**config.mk**
```make
export PLATFORM = sky130hd
export DESIGN_NAME = uart_baud_rate_generator
export DESIGN_NICKNAME = d
export VERILOG_FILES = /design/src/shared/ubg_pkg.sv /design/src/hdl/uart_baud_rate_generator.sv /design/src/hdl/ubg_tick_div.sv
export VERILOG_INCLUDE_DIRS = /design/src /design/src/shared
export SDC_FILE = /design/constraint.sdc
export NUM_CORES = 1
export LEC_CHECK = 0
export BUFFER_PORTS_ARGS = -buffer_cell sky130_fd_sc_hd__clkbuf_2
export CAP_MARGIN = 0
export CORE_MARGIN = 5
export CORE_UTILIZATION = 59
export CTS_CLUSTER_SIZE = 25
export DETAILED_ROUTE_END_ITERATION = 10
export GPL_ROUTABILITY_DRIVEN = 0
export PLACE_DENSITY_LB_ADDON = 0.1
export SLEW_MARGIN = 25
export SYNTH_ARGS = -nofsm -noshare
export SYNTH_HDL_FRONTEND = slang
export SYNTH_SLANG_ARGS = --single-unit
```
**constraint.sdc**
```tcl
create_clock -name mclk -period 4.2 [get_ports mclk]
set_input_delay 0.84 -clock mclk [delete_from_list [all_inputs] [get_ports mclk]]
set_output_delay 0.84 -clock mclk [all_outputs]
set_load 0.02 [all_outputs]
```
**src/shared/ubg_regs.svh**
```systemverilog
// Named constants for the serial bit rate generator
`ifndef UBG_REGS_SVH
`define UBG_REGS_SVH

// ------------------------------------------------------------------
// Division ratios, counted in source enable pulses
// ------------------------------------------------------------------
`define UBG_MODE0_DIV       7'h0C
`define UBG_MODE2_DIV       7'h40
`define UBG_MODE2_DIV_X2    7'h20
`define UBG_T1_PER_BIT      7'h20
`define UBG_T1_PER_BIT_X2   7'h10
`define UBG_T2_PER_BIT      7'h10
`define UBG_DIV_ONE         7'h01
`define UBG_DIV_ZERO        7'h00

// ------------------------------------------------------------------
// Timer 2 and core divider
// ------------------------------------------------------------------
`define UBG_T2_MAX          16'hFFFF
`define UBG_T2_ONE          16'h0001
// Timer 2 leaves reset at its top count, so its first step loads the reload
`define UBG_T2_RESET        16'hFFFF
`define UBG_CORE_MASK_ONE   7'h01
`define UBG_CORE_CNT_ONE    7'h01
`define UBG_CORE_CNT_RESET  7'h00

`endif

```
**src/shared/ubg_pkg.sv**
```systemverilog
// Types shared by the serial bit rate generator
package ubg_pkg;
   typedef enum logic [1:0] {
      UBG_SHIFT8    = 2'h0,
      UBG_UART8_VAR = 2'h1,
      UBG_UART9_VAR = 2'h3,
      UBG_UART9_FIX = 2'h2
   } ubg_mode_type;

   typedef logic [6:0]  ubg_div_type;
   typedef logic [15:0] ubg_t2_type;
endpackage

```
**src/hdl/uart_baud_rate_generator.sv**
```systemverilog
// Bit rate tick generator for the four-mode serial port
// Functional notes
// - Mode 0 gives one bit per 12 core clocks, ignoring timers and doubling.
// - Mode 2 gives one bit per 64 core clocks, or per 32 when doubled.
// - Modes 1 and 3 time bits from Timer 1 or Timer 2, per direction.
// - From Timer 1 a bit takes 32 overflows, or 16 when doubled.
// - Any Timer 1 overflow pulse is accepted, whatever the timer's mode.
// - With 8-bit reload the rate is 2^dbl/32 * core/(12*(256-reload)).
// - From Timer 2 a bit takes 16 overflows.
// - In rate mode Timer 2 steps once every two core clocks.
// - Either clock select bit puts Timer 2 in rate mode for its direction.
// - From Timer 2 the rate is core/(32*(65536-reload)).
// - Each Timer 2 overflow reloads the 16-bit capture value.
// - Mode 0, mode 2 and Timer 2 rates are counted in core clocks set by the core divider bits; Timer 1 pulses are not.
`timescale 1ns/1ps
`include "ubg_regs.svh"
module uart_baud_rate_generator
   import ubg_pkg::*;
(
   input  wire logic        mclk,
   input  wire logic        rst_n,
   input  wire logic [1:0]  serialMode,
   input  wire logic        baudDoubleBit,
   input  wire logic [2:0]  coreDividerBits,
   input  wire logic        txClockSelect,
   input  wire logic        rxClockSelect,
   input  wire logic        timer1Overflow,
   input  wire logic [7:0]  reloadCaptureHigh,
   input  wire logic [7:0]  reloadCaptureLow,
   output logic             txTick,
   output logic             rxTick,
   output logic             timer2Overflow,
   output logic [15:0]      timer2Count
);
   // ---------------------------------------------------------------
   // Core clock enable
   // ---------------------------------------------------------------
   ubg_div_type coreCnt_r;
   ubg_div_type coreCnt_nxt;
   ubg_div_type coreMask;
   logic        coreEn;

   // Free counter; low bits all ones marks one core clock of 2^cd
   always_comb begin
      coreMask    = (`UBG_CORE_MASK_ONE << coreDividerBits)
                    - `UBG_CORE_MASK_ONE;
      coreEn      = ((coreCnt_r & coreMask) == coreMask);
      coreCnt_nxt = coreCnt_r + `UBG_CORE_CNT_ONE;
   end

   always_ff @(posedge mclk) begin
      if (!rst_n) begin
         coreCnt_r <= `UBG_CORE_CNT_RESET;
      end else begin
         coreCnt_r <= coreCnt_nxt;
      end
   end

   // ---------------------------------------------------------------
   // Timer 2 in rate generator mode
   // ---------------------------------------------------------------
   logic       t2Run;
   logic       t2Inc;
   logic       t2Ovf;
   logic       t2Phase_r;
   logic       t2Phase_nxt;
   ubg_t2_type t2Count_r;
   ubg_t2_type t2Count_nxt;
   logic       t2Ovf_r;

   // Phase bit halves the core rate instead of the 12-clock cycle
   always_comb begin
      t2Run       = txClockSelect | rxClockSelect;
      t2Inc       = t2Run & coreEn & t2Phase_r;
      t2Ovf       = t2Inc & (t2Count_r == `UBG_T2_MAX);
      t2Phase_nxt = t2Phase_r;
      t2Count_nxt = t2Count_r;
      if (t2Run && coreEn) begin
         t2Phase_nxt = ~t2Phase_r;
      end
      if (t2Ovf) begin
         t2Count_nxt = {reloadCaptureHigh, reloadCaptureLow};
      end else if (t2Inc) begin
         t2Count_nxt = t2Count_r + `UBG_T2_ONE;
      end
   end

   // Parked at the top count, so no 65536-step crawl before the first reload
   always_ff @(posedge mclk) begin
      if (!rst_n) begin
         t2Phase_r <= 1'b0;
         t2Count_r <= `UBG_T2_RESET;
         t2Ovf_r   <= 1'b0;
      end else begin
         t2Phase_r <= t2Phase_nxt;
         t2Count_r <= t2Count_nxt;
         t2Ovf_r   <= t2Ovf;
      end
   end

   // ---------------------------------------------------------------
   // Per-direction source and ratio
   // ---------------------------------------------------------------
   function automatic ubg_div_type dirLimit(
      input logic [1:0] m,
      input logic       dbl,
      input logic       useT2
   );
      ubg_div_type lim;
      lim = `UBG_MODE0_DIV;
      case (m)
         UBG_SHIFT8:    lim = `UBG_MODE0_DIV;
         UBG_UART9_FIX: lim = dbl ? `UBG_MODE2_DIV_X2
                                  : `UBG_MODE2_DIV;
         UBG_UART8_VAR,
         UBG_UART9_VAR: begin
            if (useT2) begin
               lim = `UBG_T2_PER_BIT;
            end else begin
               lim = dbl ? `UBG_T1_PER_BIT_X2
                         : `UBG_T1_PER_BIT;
            end
         end
         default:       lim = `UBG_MODE0_DIV;
      endcase
      return lim;
   endfunction

   function automatic logic dirSrc(
      input logic [1:0] m,
      input logic       coreE,
      input logic       t1O,
      input logic       t2O,
      input logic       useT2
   );
      logic s;
      s = coreE;
      if (m[0]) begin
         // Timer 1 pulse taken as is, its own mode is not examined
         s = useT2 ? t2O : t1O;
      end
      return s;
   endfunction

   ubg_div_type txLimit;
   ubg_div_type rxLimit;
   logic        txSrc;
   logic        rxSrc;
   logic        txHit;
   logic        rxHit;

   // Transmit and receive choose their timer independently
   always_comb begin
      txLimit = dirLimit(serialMode, baudDoubleBit, txClockSelect);
      rxLimit = dirLimit(serialMode, baudDoubleBit, rxClockSelect);
      txSrc   = dirSrc(serialMode, coreEn, timer1Overflow, t2Ovf,
                       txClockSelect);
      rxSrc   = dirSrc(serialMode, coreEn, timer1Overflow, t2Ovf,
                       rxClockSelect);
   end

   ubg_tick_div u_txDiv (
      .mclk  (mclk),
      .rst_n (rst_n),
      .srcEn (txSrc),
      .limit (txLimit),
      .hit   (txHit)
   );

   ubg_tick_div u_rxDiv (
      .mclk  (mclk),
      .rst_n (rst_n),
      .srcEn (rxSrc),
      .limit (rxLimit),
      .hit   (rxHit)
   );

   // ---------------------------------------------------------------
   // Registered outputs
   // ---------------------------------------------------------------
   logic txTick_r;
   logic rxTick_r;

   // Ticks registered so the shift logic sees clean one-cycle pulses
   always_ff @(posedge mclk) begin
      if (!rst_n) begin
         txTick_r <= 1'b0;
         rxTick_r <= 1'b0;
      end else begin
         txTick_r <= txHit;
         rxTick_r <= rxHit;
      end
   end

   assign txTick         = txTick_r;
   assign rxTick         = rxTick_r;
   assign timer2Overflow = t2Ovf_r;
   assign timer2Count    = t2Count_r;

   // ---------------------------------------------------------------
   // Assertions
   // ---------------------------------------------------------------
   logic [1:0] modeQ_r;
   logic       cfgStable;

   // Serial mode held over the last cycle
   always_ff @(posedge mclk) begin
      modeQ_r <= serialMode;
   end

   assign cfgStable = (modeQ_r == serialMode);

   a_mode0_ratio: assert property (@(posedge mclk) disable iff (!rst_n)
      (serialMode == UBG_SHIFT8) |->
      (txLimit == `UBG_MODE0_DIV && txSrc == coreEn))
      else $error("mode 0 ratio wrong");

   a_mode2_ratio: assert property (@(posedge mclk) disable iff (!rst_n)
      (serialMode == UBG_UART9_FIX) |->
      (rxLimit == (baudDoubleBit ? `UBG_MODE2_DIV_X2 : `UBG_MODE2_DIV)))
      else $error("mode 2 ratio wrong");

   a_t1_source: assert property (@(posedge mclk) disable iff (!rst_n)
      (txTick_r && $past(serialMode[0]) && !$past(txClockSelect))
      |-> $past(timer1Overflow))
      else $error("tx tick without timer 1 overflow");

   a_t1_ratio: assert property (@(posedge mclk) disable iff (!rst_n)
      (serialMode[0] && !rxClockSelect) |->
      (rxLimit == (baudDoubleBit ? `UBG_T1_PER_BIT_X2 : `UBG_T1_PER_BIT)))
      else $error("timer 1 ratio wrong");

   a_t2_source: assert property (@(posedge mclk) disable iff (!rst_n)
      (rxTick_r && $past(serialMode[0]) && $past(rxClockSelect)
       && cfgStable) |-> $past(t2Ovf))
      else $error("rx tick without timer 2 overflow");

   a_t2_reload: assert property (@(posedge mclk) disable iff (!rst_n)
      t2Ovf |=> (timer2Count == $past({reloadCaptureHigh,
                                        reloadCaptureLow})))
      else $error("timer 2 reload missed");

   a_t2_halfrate: assert property (@(posedge mclk) disable iff (!rst_n)
      t2Inc |=> !t2Inc)
      else $error("timer 2 stepped twice in a row");

   a_t2_idle: assert property (@(posedge mclk) disable iff (!rst_n)
      (!txClockSelect && !rxClockSelect) |=> $stable(timer2Count))
      else $error("timer 2 ran without select");

   a_core_div: assert property (@(posedge mclk) disable iff (!rst_n)
      (coreEn && coreDividerBits == 3'h1) ##1 (coreDividerBits == 3'h1)
      |-> !coreEn)
      else $error("core enable too fast");

   a_tick_pulse: assert property (@(posedge mclk) disable iff (!rst_n)
      txTick |=> !txTick)
      else $error("tx tick longer than one cycle");

   c_mode0_tick: cover property (@(posedge mclk) disable iff (!rst_n)
      serialMode == 2'h0 && txTick);
   c_mode2_dbl: cover property (@(posedge mclk) disable iff (!rst_n)
      serialMode == 2'h2 && baudDoubleBit && rxTick);
   c_split_src: cover property (@(posedge mclk) disable iff (!rst_n)
      serialMode[0] && txClockSelect && !rxClockSelect && rxTick);
   c_t2_reload: cover property (@(posedge mclk) disable iff (!rst_n)
      t2Ovf);
endmodule // uart_baud_rate_generator

```
**src/hdl/ubg_tick_div.sv**
```systemverilog
// Pulse divider: one hit per limit source enables
`timescale 1ns/1ps
`include "ubg_regs.svh"
module ubg_tick_div
   import ubg_pkg::*;
(
   input  wire logic        mclk,
   input  wire logic        rst_n,
   input  wire logic        srcEn,
   input  wire ubg_div_type limit,
   output logic             hit
);
   ubg_div_type cnt_r;
   ubg_div_type cnt_nxt;

   // Compare with >= so a smaller new limit never strands the count
   always_comb begin
      cnt_nxt = cnt_r;
      hit     = 1'b0;
      if (srcEn) begin
         if (cnt_r >= limit - `UBG_DIV_ONE) begin
            hit     = 1'b1;
            cnt_nxt = `UBG_DIV_ZERO;
         end else begin
            cnt_nxt = cnt_r + `UBG_DIV_ONE;
         end
      end
   end

   // Count register
   always_ff @(posedge mclk) begin
      if (!rst_n) begin
         cnt_r <= `UBG_DIV_ZERO;
      end else begin
         cnt_r <= cnt_nxt;
      end
   end
endmodule // ubg_tick_div

```
### Word-level counts from Yosys, hierarchy flattened

Index checks and enable logic that the tools add are counted.

| word-level totals | value |
|---|---|
| register bits | 41 |
| bits of input ports | 27 |

| operators by class | value |
|---|---|
| muxes and demuxes | 16 |
| reductions and logical operators | 6 |
| $add $sub $neg | 7 |
| bitwise gates (word level) | 6 |
| order comparisons | 2 |
| shifts and indexed selects | 1 |
| equality and inequality tests | 5 |

Operators with widths:

| cell | number |
|---|---|
| 7-bit case mux with 3 select lines | 2 |
| 16-bit two-way mux | 2 |
| 7-bit by 1-bit adder with 7-bit output (second input constant) | 3 |
| 7-bit two-way mux | 3 |
| 7-bit by 1-bit subtractor with 7-bit output (second input constant) | 3 |
| 6-bit two-way mux | 3 |
| 16-bit by 1-bit adder with 16-bit output (second input constant) | 1 |
| 16-bit == test (second input constant) | 1 |
| 7-bit >= comparator | 2 |
| 7-bit bitwise AND | 1 |
| 7-bit == test | 1 |
| 1-bit by 3-bit left shift with 7-bit output (first input constant) | 1 |
| 1-bit two-way mux | 6 |
| 2-bit == test (second input constant) | 2 |
| 2-bit AND reduction | 2 |
| 1-bit bitwise AND | 3 |
| 2-bit by 1-bit == test with 1-bit output (second input constant) | 1 |
| 2-bit logical NOT | 1 |
| 2-bit nonzero test | 1 |
| 2-bit OR reduction | 1 |
| 1-bit logical AND | 1 |
| 1-bit inverter | 1 |
| 1-bit OR | 1 |

### Logic depth before layout (Yosys ltp)

Gate-level depths: netlist of run 1.

| logic depth | value |
|---|---|
| depth after elaboration | 10 |
| mapped depth | 9 |

### Hierarchy

A second synthesis of run 1 with hierarchy kept.

| second synthesis, totals | value |
|---|---|
| cells, all modules | 324 |
| area, all modules | 2753.9 um2 |

Modules (own cells, without submodules):

| module | area each (um2) | cells an instance | times used |
|---|---|---|---|
| uart_baud_rate_generator | 1595.3 | 196 | 1 |
| ubg_tick_div | 579.3 | 64 | 2 |

### Least setup slack after synthesis of run 1

No wires, ideal clock.

| timing | value |
|---|---|
| path type | input port to flip-flop |
| from | input port baudDoubleBit |
| to | register u_txDiv.cnt_r[2] |
| arrival time | 2359 ps |
| slack | 1724 ps |
| data required time | 4083 ps |
| stages | 8 |
| buffers on the path | 0 |
| cell sequence | nand2b_1 -> o21a_1 -> ha_1 -> o211a_1 -> a21oi_1 -> o21ai_1 -> and2b_1 -> a32o_1 |

| on the way | value |
|---|---|
| word-level cells in the longest chain between the ends | 6 |

Ends and longest elaborated chain:

| item | line | RTL |
|---|---|---|
| start, declared | uart_baud_rate_generator.sv:23 | `input wire logic baudDoubleBit,` |
| 6-bit two-way mux (no line) | n/a |  |
| 6-bit two-way mux | uart_baud_rate_generator.sv:117 | `if (useT2) begin` |
| 7-bit case mux with 3 select lines (*) | uart_baud_rate_generator.sv:111 | `case (m)` |
| 7-bit by 1-bit subtractor with 7-bit output (no line) (*) | n/a |  |
| 7-bit >= comparator (no line) (*) | n/a |  |
| 7-bit two-way mux (*) | ubg_tick_div.sv:21 | `` if (cnt_r >= limit - `UBG_DIV_ONE) begin `` |
| end signal, assigned | ubg_tick_div.sv:33 | `` cnt_r <= `UBG_DIV_ZERO; `` |
| end signal, assigned | ubg_tick_div.sv:35 | `cnt_r <= cnt_nxt;` |
| end, declared | ubg_tick_div.sv:13 | `ubg_div_type cnt_r;` |

Every way passes the cells marked *; elsewhere a longest branch is shown, timed or not.
A chain may end at the register's enable or synchronous reset.

### Worst setup path in the final report of run 1

| timing | value |
|---|---|
| from | input port serialMode[0] |
| to | register u_rxDiv.cnt_r[5] |

| on the way | value |
|---|---|
| word-level cells in the longest chain between the ends | 6 |

Ends and longest elaborated chain:

| item | line | RTL |
|---|---|---|
| start, declared | uart_baud_rate_generator.sv:22 | `input wire logic [1:0] serialMode,` |
| 2-bit by 1-bit == test with 1-bit output or 2-bit == test (tied branches) | uart_baud_rate_generator.sv:111 |  |
| 2-bit OR reduction | uart_baud_rate_generator.sv:111 |  |
| 7-bit case mux with 3 select lines | uart_baud_rate_generator.sv:111 |  |
| 7-bit by 1-bit subtractor with 7-bit output (no line) | n/a |  |
| 7-bit >= comparator (no line) | n/a |  |
| 7-bit two-way mux | ubg_tick_div.sv:21 |  |
| end signal, assigned | ubg_tick_div.sv:33 |  |
| end signal, assigned | ubg_tick_div.sv:35 |  |
| end, declared | ubg_tick_div.sv:13 |  |

Several ways; a longest one is shown, not always the timed one.

==> flow_summary.toml, run 1 <==
[min_path]
hp-start = "coreCnt_r[0]$_SDFF_PN0_"
whs_path_depth = 1
min_to = "coreCnt_r[0]$_SDFF_PN0_"
hold_path.class = "register to register"

[setup_path]
rrSetupSlack_ns = 1.88
cp_num_buf_inv = 1
ff2ff_path_depth = 7
reg2reg_to = "u_rxDiv.cnt_r[5]$_SDFFE_PN0P_"
critPathArrivalTime_ns = 2.66
cp_max_fo = 8
worstPathRequired_ns = 4.39
cpLargestDelayFamily = "simple AND/OR/NAND/NOR gates"
r2r-start = "timer2Count[1]$_SDFFE_PN1P_"
critPathSlowestCell = "o21ai_1"
crit_path_cell_trace = "clkbuf_2, nand2b_1, or2_2, ha_1, nand2_1, o21ai_1, and2b_1, a32o_1"
max_stage_delay_ns = 0.36
crit_type = "input pin to register"
start_kind = "input pin"
cp-end-kind = "register"

[global_route]
use_met3_pct = 4.459
grtUsageMet2_pct = 33.76
grt-ovfl-total = 0
grtUsageTotal_pct = 20.38
antenna_found_initial = 0
grt_most_used_layer = "met2"
grt_pass1_vias = 2038
grt_pass1_wl_microns = 8887
use_met1_pct = 26.82
grt_max_degree = 59

[outcome]
outcome = "completed"

[synth]
synth_cell_types = 46
synth_seq_area_share_pct = 34.01
synth_area_sq_um = 2414
synthCells = 277
syn_avg_cell_area_sq_um = 8.713
synthFlopType = "dfxtp_1"
ys_async_sr_fraction_pct = 0
ys_seq_elements = 41
yosys_warnings = 0
synth_edf_count = 0

[sta]
hold_viol = 0
fin_setup_tns_ns = 0
period_share_pct = 58.79
fin_crit_ns = 2.469
final_max_slew_viol_count = 0
whs_ns = 0.4812
fmax_ghz = 0.4050
rsz0062_at_grt = "false"
slew_headroom_pct = 36.32
setup_viol_count_final = 0
tightest_slew_ns = 0.9552
fin_skew_ns = 0.003570

[clock_tree]
postCtsResizedCells = 0
cts_buffers = 5
clk_latency_ns = 0.29
cts-root-buf = "clkbuf_8"
cts_tree = "yes"
post_cts_buffers = 0
path_clk_slew_ns = 0.08
htree_num_levels = 2
hold_buffers = 0
cts.sink_count = 41
cts_max_path_buffers = 2

[die]
initial_core_util_pct = 60.78
rows = 23
fp.coreArea_sq_um = 3971
io_pins = 46
dieHeight_microns = 73.96
dieArea_sq_um = 5470
dieWidth_microns = 73.96

[power_and_ir_drop]
ir_drop_v = 0.0001599
powerDensity_nw_per_um2 = 292.9
leakagePower_nw = 1.298

[layout]
area_growth_pct = 13.89
final_common_cell = "clkbuf_2"
drive_gt1_share_pct = 19.81
nets = 356
diodes = 0
fin_util_pct = 69.22
final_area_sq_um = 2749
final_cell_mix = "clkbuf_2, dfxtp_1, and3_1, nor2_1, nand2_1"

[route]
routedWlPerCell_microns = 13.85
postRouteAntennaNets = 0
viasPerCell = 5.864
firstDrtPassIters = 4
drcViolationCount = 0
first_iter_violations = 170
routed_wl_microns = 5096
vias = 2158

[run]
max_cap_viol_count = 0

[placed_design]
port_buffers = 45
hpwl_microns = 3701
dpl_cell_area_sq_um = 2633
cells in the mapped netlist, types with 7 or more instances:
| library cell | n | area [sq um] |
|---|---|---|
| a21oi_1 | 13 | 65.06 |
| a32o_1 | 10 | 100.1 |
| and3_1 | 21 | 131.4 |
| and3b_1 | 10 | 87.58 |
| and4_1 | 8 | 70.07 |
| clkbuf_1 | 7 | 26.28 |
| dfxtp_1 | 41 | 820.8 |
| ha_1 | 12 | 150.1 |
| nand2_1 | 17 | 63.81 |
| nand3_1 | 10 | 50.05 |
| nor2_1 | 17 | 63.81 |
| nor2b_1 | 10 | 62.56 |
| o21ai_0 | 11 | 55.05 |
| o21ai_1 | 13 | 65.06 |
logic make-up (layout without fill, tap and decap cells):
group | count (synthesis) | count (layout) | share of synthesized area [%]
xor+xnor | 6 | 6 | 2.177
buf+inv | 15 | 55 | 3.317
fa+ha+maj | 12 | 12 | 6.221
flops | 41 | 41 | 34.01
other cells | 1 | 2 | 0.1554
mux | 5 | 5 | 2.074
compound gates | 80 | 80 | 23.17
simple gates | 117 | 117 | 28.88
flip-flops by register name, indices dropped and copies added (netlist names):
name and flops:
rxTick 1, u_rxDiv.cnt_r 7, u_txDiv.cnt_r 7, timer2Count 16, t2Phase_r 1, txTick 1
timer2Overflow 1, coreCnt_r 7
through the flow:
step	instances	setup slack, ns	power, mW
4_1_cts	368	1.739	0.8108
2_1_floorplan	278	1.724	0.4612
3_5_place_dp	360	1.433	0.4856
6_report	368	1.731	0.8051
3_3_place_gp	360	1.450	0.4842
5_1_grt	368	1.513	0.8420
layer usage:
| layer | part of all wire [%] | up-vias |
|---|---|---|
| met4 | 1.1 | 0 |
| met2 | 46 | 47 |
| met3 | 5.9 | 5 |
| met5 | 0 | - |
| li1 | - | 1118 |
| met1 | 47 | 988 |
area by class of cell:
type / instances / area (sq um)
Fill cell: 349 / 1222
Timing Repair Buffer: 45 / 225.2
Inverter: 2 / 7.507
Sequential cell: 41 / 820.8
Multi-Input combinational cell: 222 / 1516
Clock inverter: 1 / 30.03
Clock buffer: 7 / 86.33
Tap cell: 50 / 62.56
report_power, final:
part	switching, mW	internal, mW	leakage, nW
clock	0.135	0.194	0.0585
combinational	0.0422	0.0338	0.908
sequential	0.00610	0.394	0.332
total	0.184	0.622	1.30
worst max-delay path by stage:
stage	cells past startpoint	end	from
5_1_grt	8	u_txDiv.cnt_r[3]$_SDFFE_PN0P_	serialMode[0]
3_3_place_gp	8	u_txDiv.cnt_r[3]$_SDFFE_PN0P_	serialMode[0]
3_5_place_dp	9	u_txDiv.cnt_r[6]$_SDFFE_PN0P_	serialMode[0]
2_1_floorplan	8	u_txDiv.cnt_r[2]$_SDFFE_PN0P_	baudDoubleBit
4_1_cts	8	u_rxDiv.cnt_r[5]$_SDFFE_PN0P_	serialMode[0]
6_report	8	u_rxDiv.cnt_r[5]$_SDFFE_PN0P_	serialMode[0]
(Power assumes the default switching activity.)
==> run 2: changes to the inputs <==
--- a/config.mk
+++ b/config.mk
@@ -9,7 +9,7 @@
 export BUFFER_PORTS_ARGS = -buffer_cell sky130_fd_sc_hd__clkbuf_2
 export CAP_MARGIN = 0
 export CORE_MARGIN = 5
-export CORE_UTILIZATION = 59
+export CORE_UTILIZATION = 50
 export CTS_CLUSTER_SIZE = 25
 export DETAILED_ROUTE_END_ITERATION = 10
 export GPL_ROUTABILITY_DRIVEN = 0
==> constraint.sdc (replaced) <==
create_clock -name mclk -period 2.1 [get_ports mclk]
set_input_delay 0.42 -clock mclk [delete_from_list [all_inputs] [get_ports mclk]]
set_output_delay 0.42 -clock mclk [all_outputs]
set_load 0.02 [all_outputs]
==> run 2 against run 1 <==
  * First-iteration DRC count shrank 28%
  * Critical path type is now register to register
  * Setup slack worse by 1.5 ns
  * Sequential power grew 100%
  * Largest power group unchanged
  * Register-to-register slack got worse by 1.6 ns
  * Clock-buffer cell count fell by 1
  * Clock power increased by 50%
==> flow_summary.toml, run 2 (synthesized netlist as in run 1, its figures left out) <==
[die]
rows = 25
dieHeight_microns = 79.48
dieArea_sq_um = 6316
dieWidth_microns = 79.48
initial_core_util_pct = 51.44
fp.coreArea_sq_um = 4692
io_pins = 46

[sta]
fin_skew_ns = 0.007076
final_max_slew_viol_count = 0
setup_viol_count_final = 0
fin_setup_tns_ns = 0
fmax_ghz = 0.5359
tightest_slew_ns = 0.8063
slew_headroom_pct = 46.25
hold_viol = 0
period_share_pct = 88.85
rsz0062_at_grt = "false"
fin_crit_ns = 1.866

[power_and_ir_drop]
powerDensity_nw_per_um2 = 519.5
ir_drop_v = 0.0003389
leakagePower_nw = 1.334

[layout]
final_common_cell = "clkbuf_2"
final_cell_mix = "clkbuf_2, dfxtp_1, and3_1, nor2_1, nand2_1"
nets = 367
fin_cells = 382
fillCellCount = 450
fin_util_pct = 59.71
area_growth_pct = 16.07
largest_reg_flops = 16
drive_gt1_share_pct = 22.26
diodes = 0

[setup_path]
cp_max_fo = 9
cp-end-kind = "register"
crit_start = "timer2Count[1]$_SDFFE_PN1P_"
start_kind = "register"
critPathArrivalTime_ns = 2.08
worstPathRequired_ns = 2.32
r2r-start = "timer2Count[1]$_SDFFE_PN1P_"
crit_type = "register to register"

[route]
drcViolationCount = 0
first_iter_violations = 123
vias = 2173
routedWlPerCell_microns = 13.68
viasPerCell = 5.688
firstDrtPassIters = 4
routed_wl_microns = 5227
postRouteAntennaNets = 0

[global_route]
grtUsageTotal_pct = 17.61
grt_max_degree = 47
antenna_found_initial = 0
grt-ovfl-total = 0
grt_pass1_wl_microns = 9080
grt_pass1_vias = 2004

[clock_tree]
postCtsResizedCells = 0
cts_tree = "yes"
path_clk_slew_ns = 0.08
cts_buffers = 5
hold_buffers = 0
cts.sink_count = 41
clk_latency_ns = 0.29
htree_num_levels = 2
post_cts_buffers = 0
cts_max_path_buffers = 2
cts-root-buf = "clkbuf_8"

[outcome]
outcome = "completed"

[min_path]
hold_path.class = "input pin to register"
hp-start = "reloadCaptureHigh[4]"

[run]
max_cap_viol_count = 0

[placed_design]
port_buffers = 45
placedCellCount = 375
hpwl_microns = 3885
[run 2: cell type report]
class / instances / area, sq um / area share [%]
multi-input cells: 222 / 1516 / 54.13
inverters: 2 / 7.507 / 0.2680
repair buffers: 56 / 307.8 / 10.99
well taps: 54 / 67.56 / 2.412
flip-flops and latches: 41 / 820.8 / 29.30
clock buffers: 6 / 72.57 / 2.590
clock inverters: 1 / 8.758 / 0.3126
[run 2: critical path, stage by stage, from the launching register on]
cell and delay (ns):
dfxtp_1 0.43, ha_1 0.20, and3_1 0.17, nand4_2 0.14, o21ai_1 0.15, a31o_2 0.28
and2b_1 0.28, o2bb2ai_1 0.15
[run 2: path summary, 6_finish.rpt]
kind / endpoint / cells after the start / slack, ns
min reg2reg: coreCnt_r[0]$_SDFF_PN0_ / 1 / 0.48
max: u_txDiv.cnt_r[0]$_SDFFE_PN0P_ / 7 / 0.23
min: timer2Count[12]$_SDFFE_PN1P_ / 3 / 0.39
max reg2reg: u_txDiv.cnt_r[0]$_SDFFE_PN0P_ / 7 / 0.23
[run 2: report_power, final]
group	leakage [nW]	switching, mW	internal, mW
combinational	0.961	0.0884	0.0744
sequential	0.332	0.0117	0.788
clock	0.0412	0.263	0.230
[run 2: per-stage QoR]
step	power [mW]	hold WS, ns	worst slack (ns)	instance area, sq um
finish	1.455	0.3919	0.2341	2801
global route	1.535	0.4179	0.04912	2801
CTS	1.478	0.3834	0.1882	2801
detailed placement	0.9804	0.4763	-0.06511	2720
global placement	0.9792	0.4549	-0.05411	2720
floorplan	0.9225	0.4328	0.04376	2417
[run 2: per-layer routing]
metal	vias to the layer above	wire, microns	GRT usage, %
met1	992	2613	24.36
li1	1134	-	-
met3	5	290	4.063
met5	-	0	0
met2	42	2271	27.38
met4	0	53	4.811
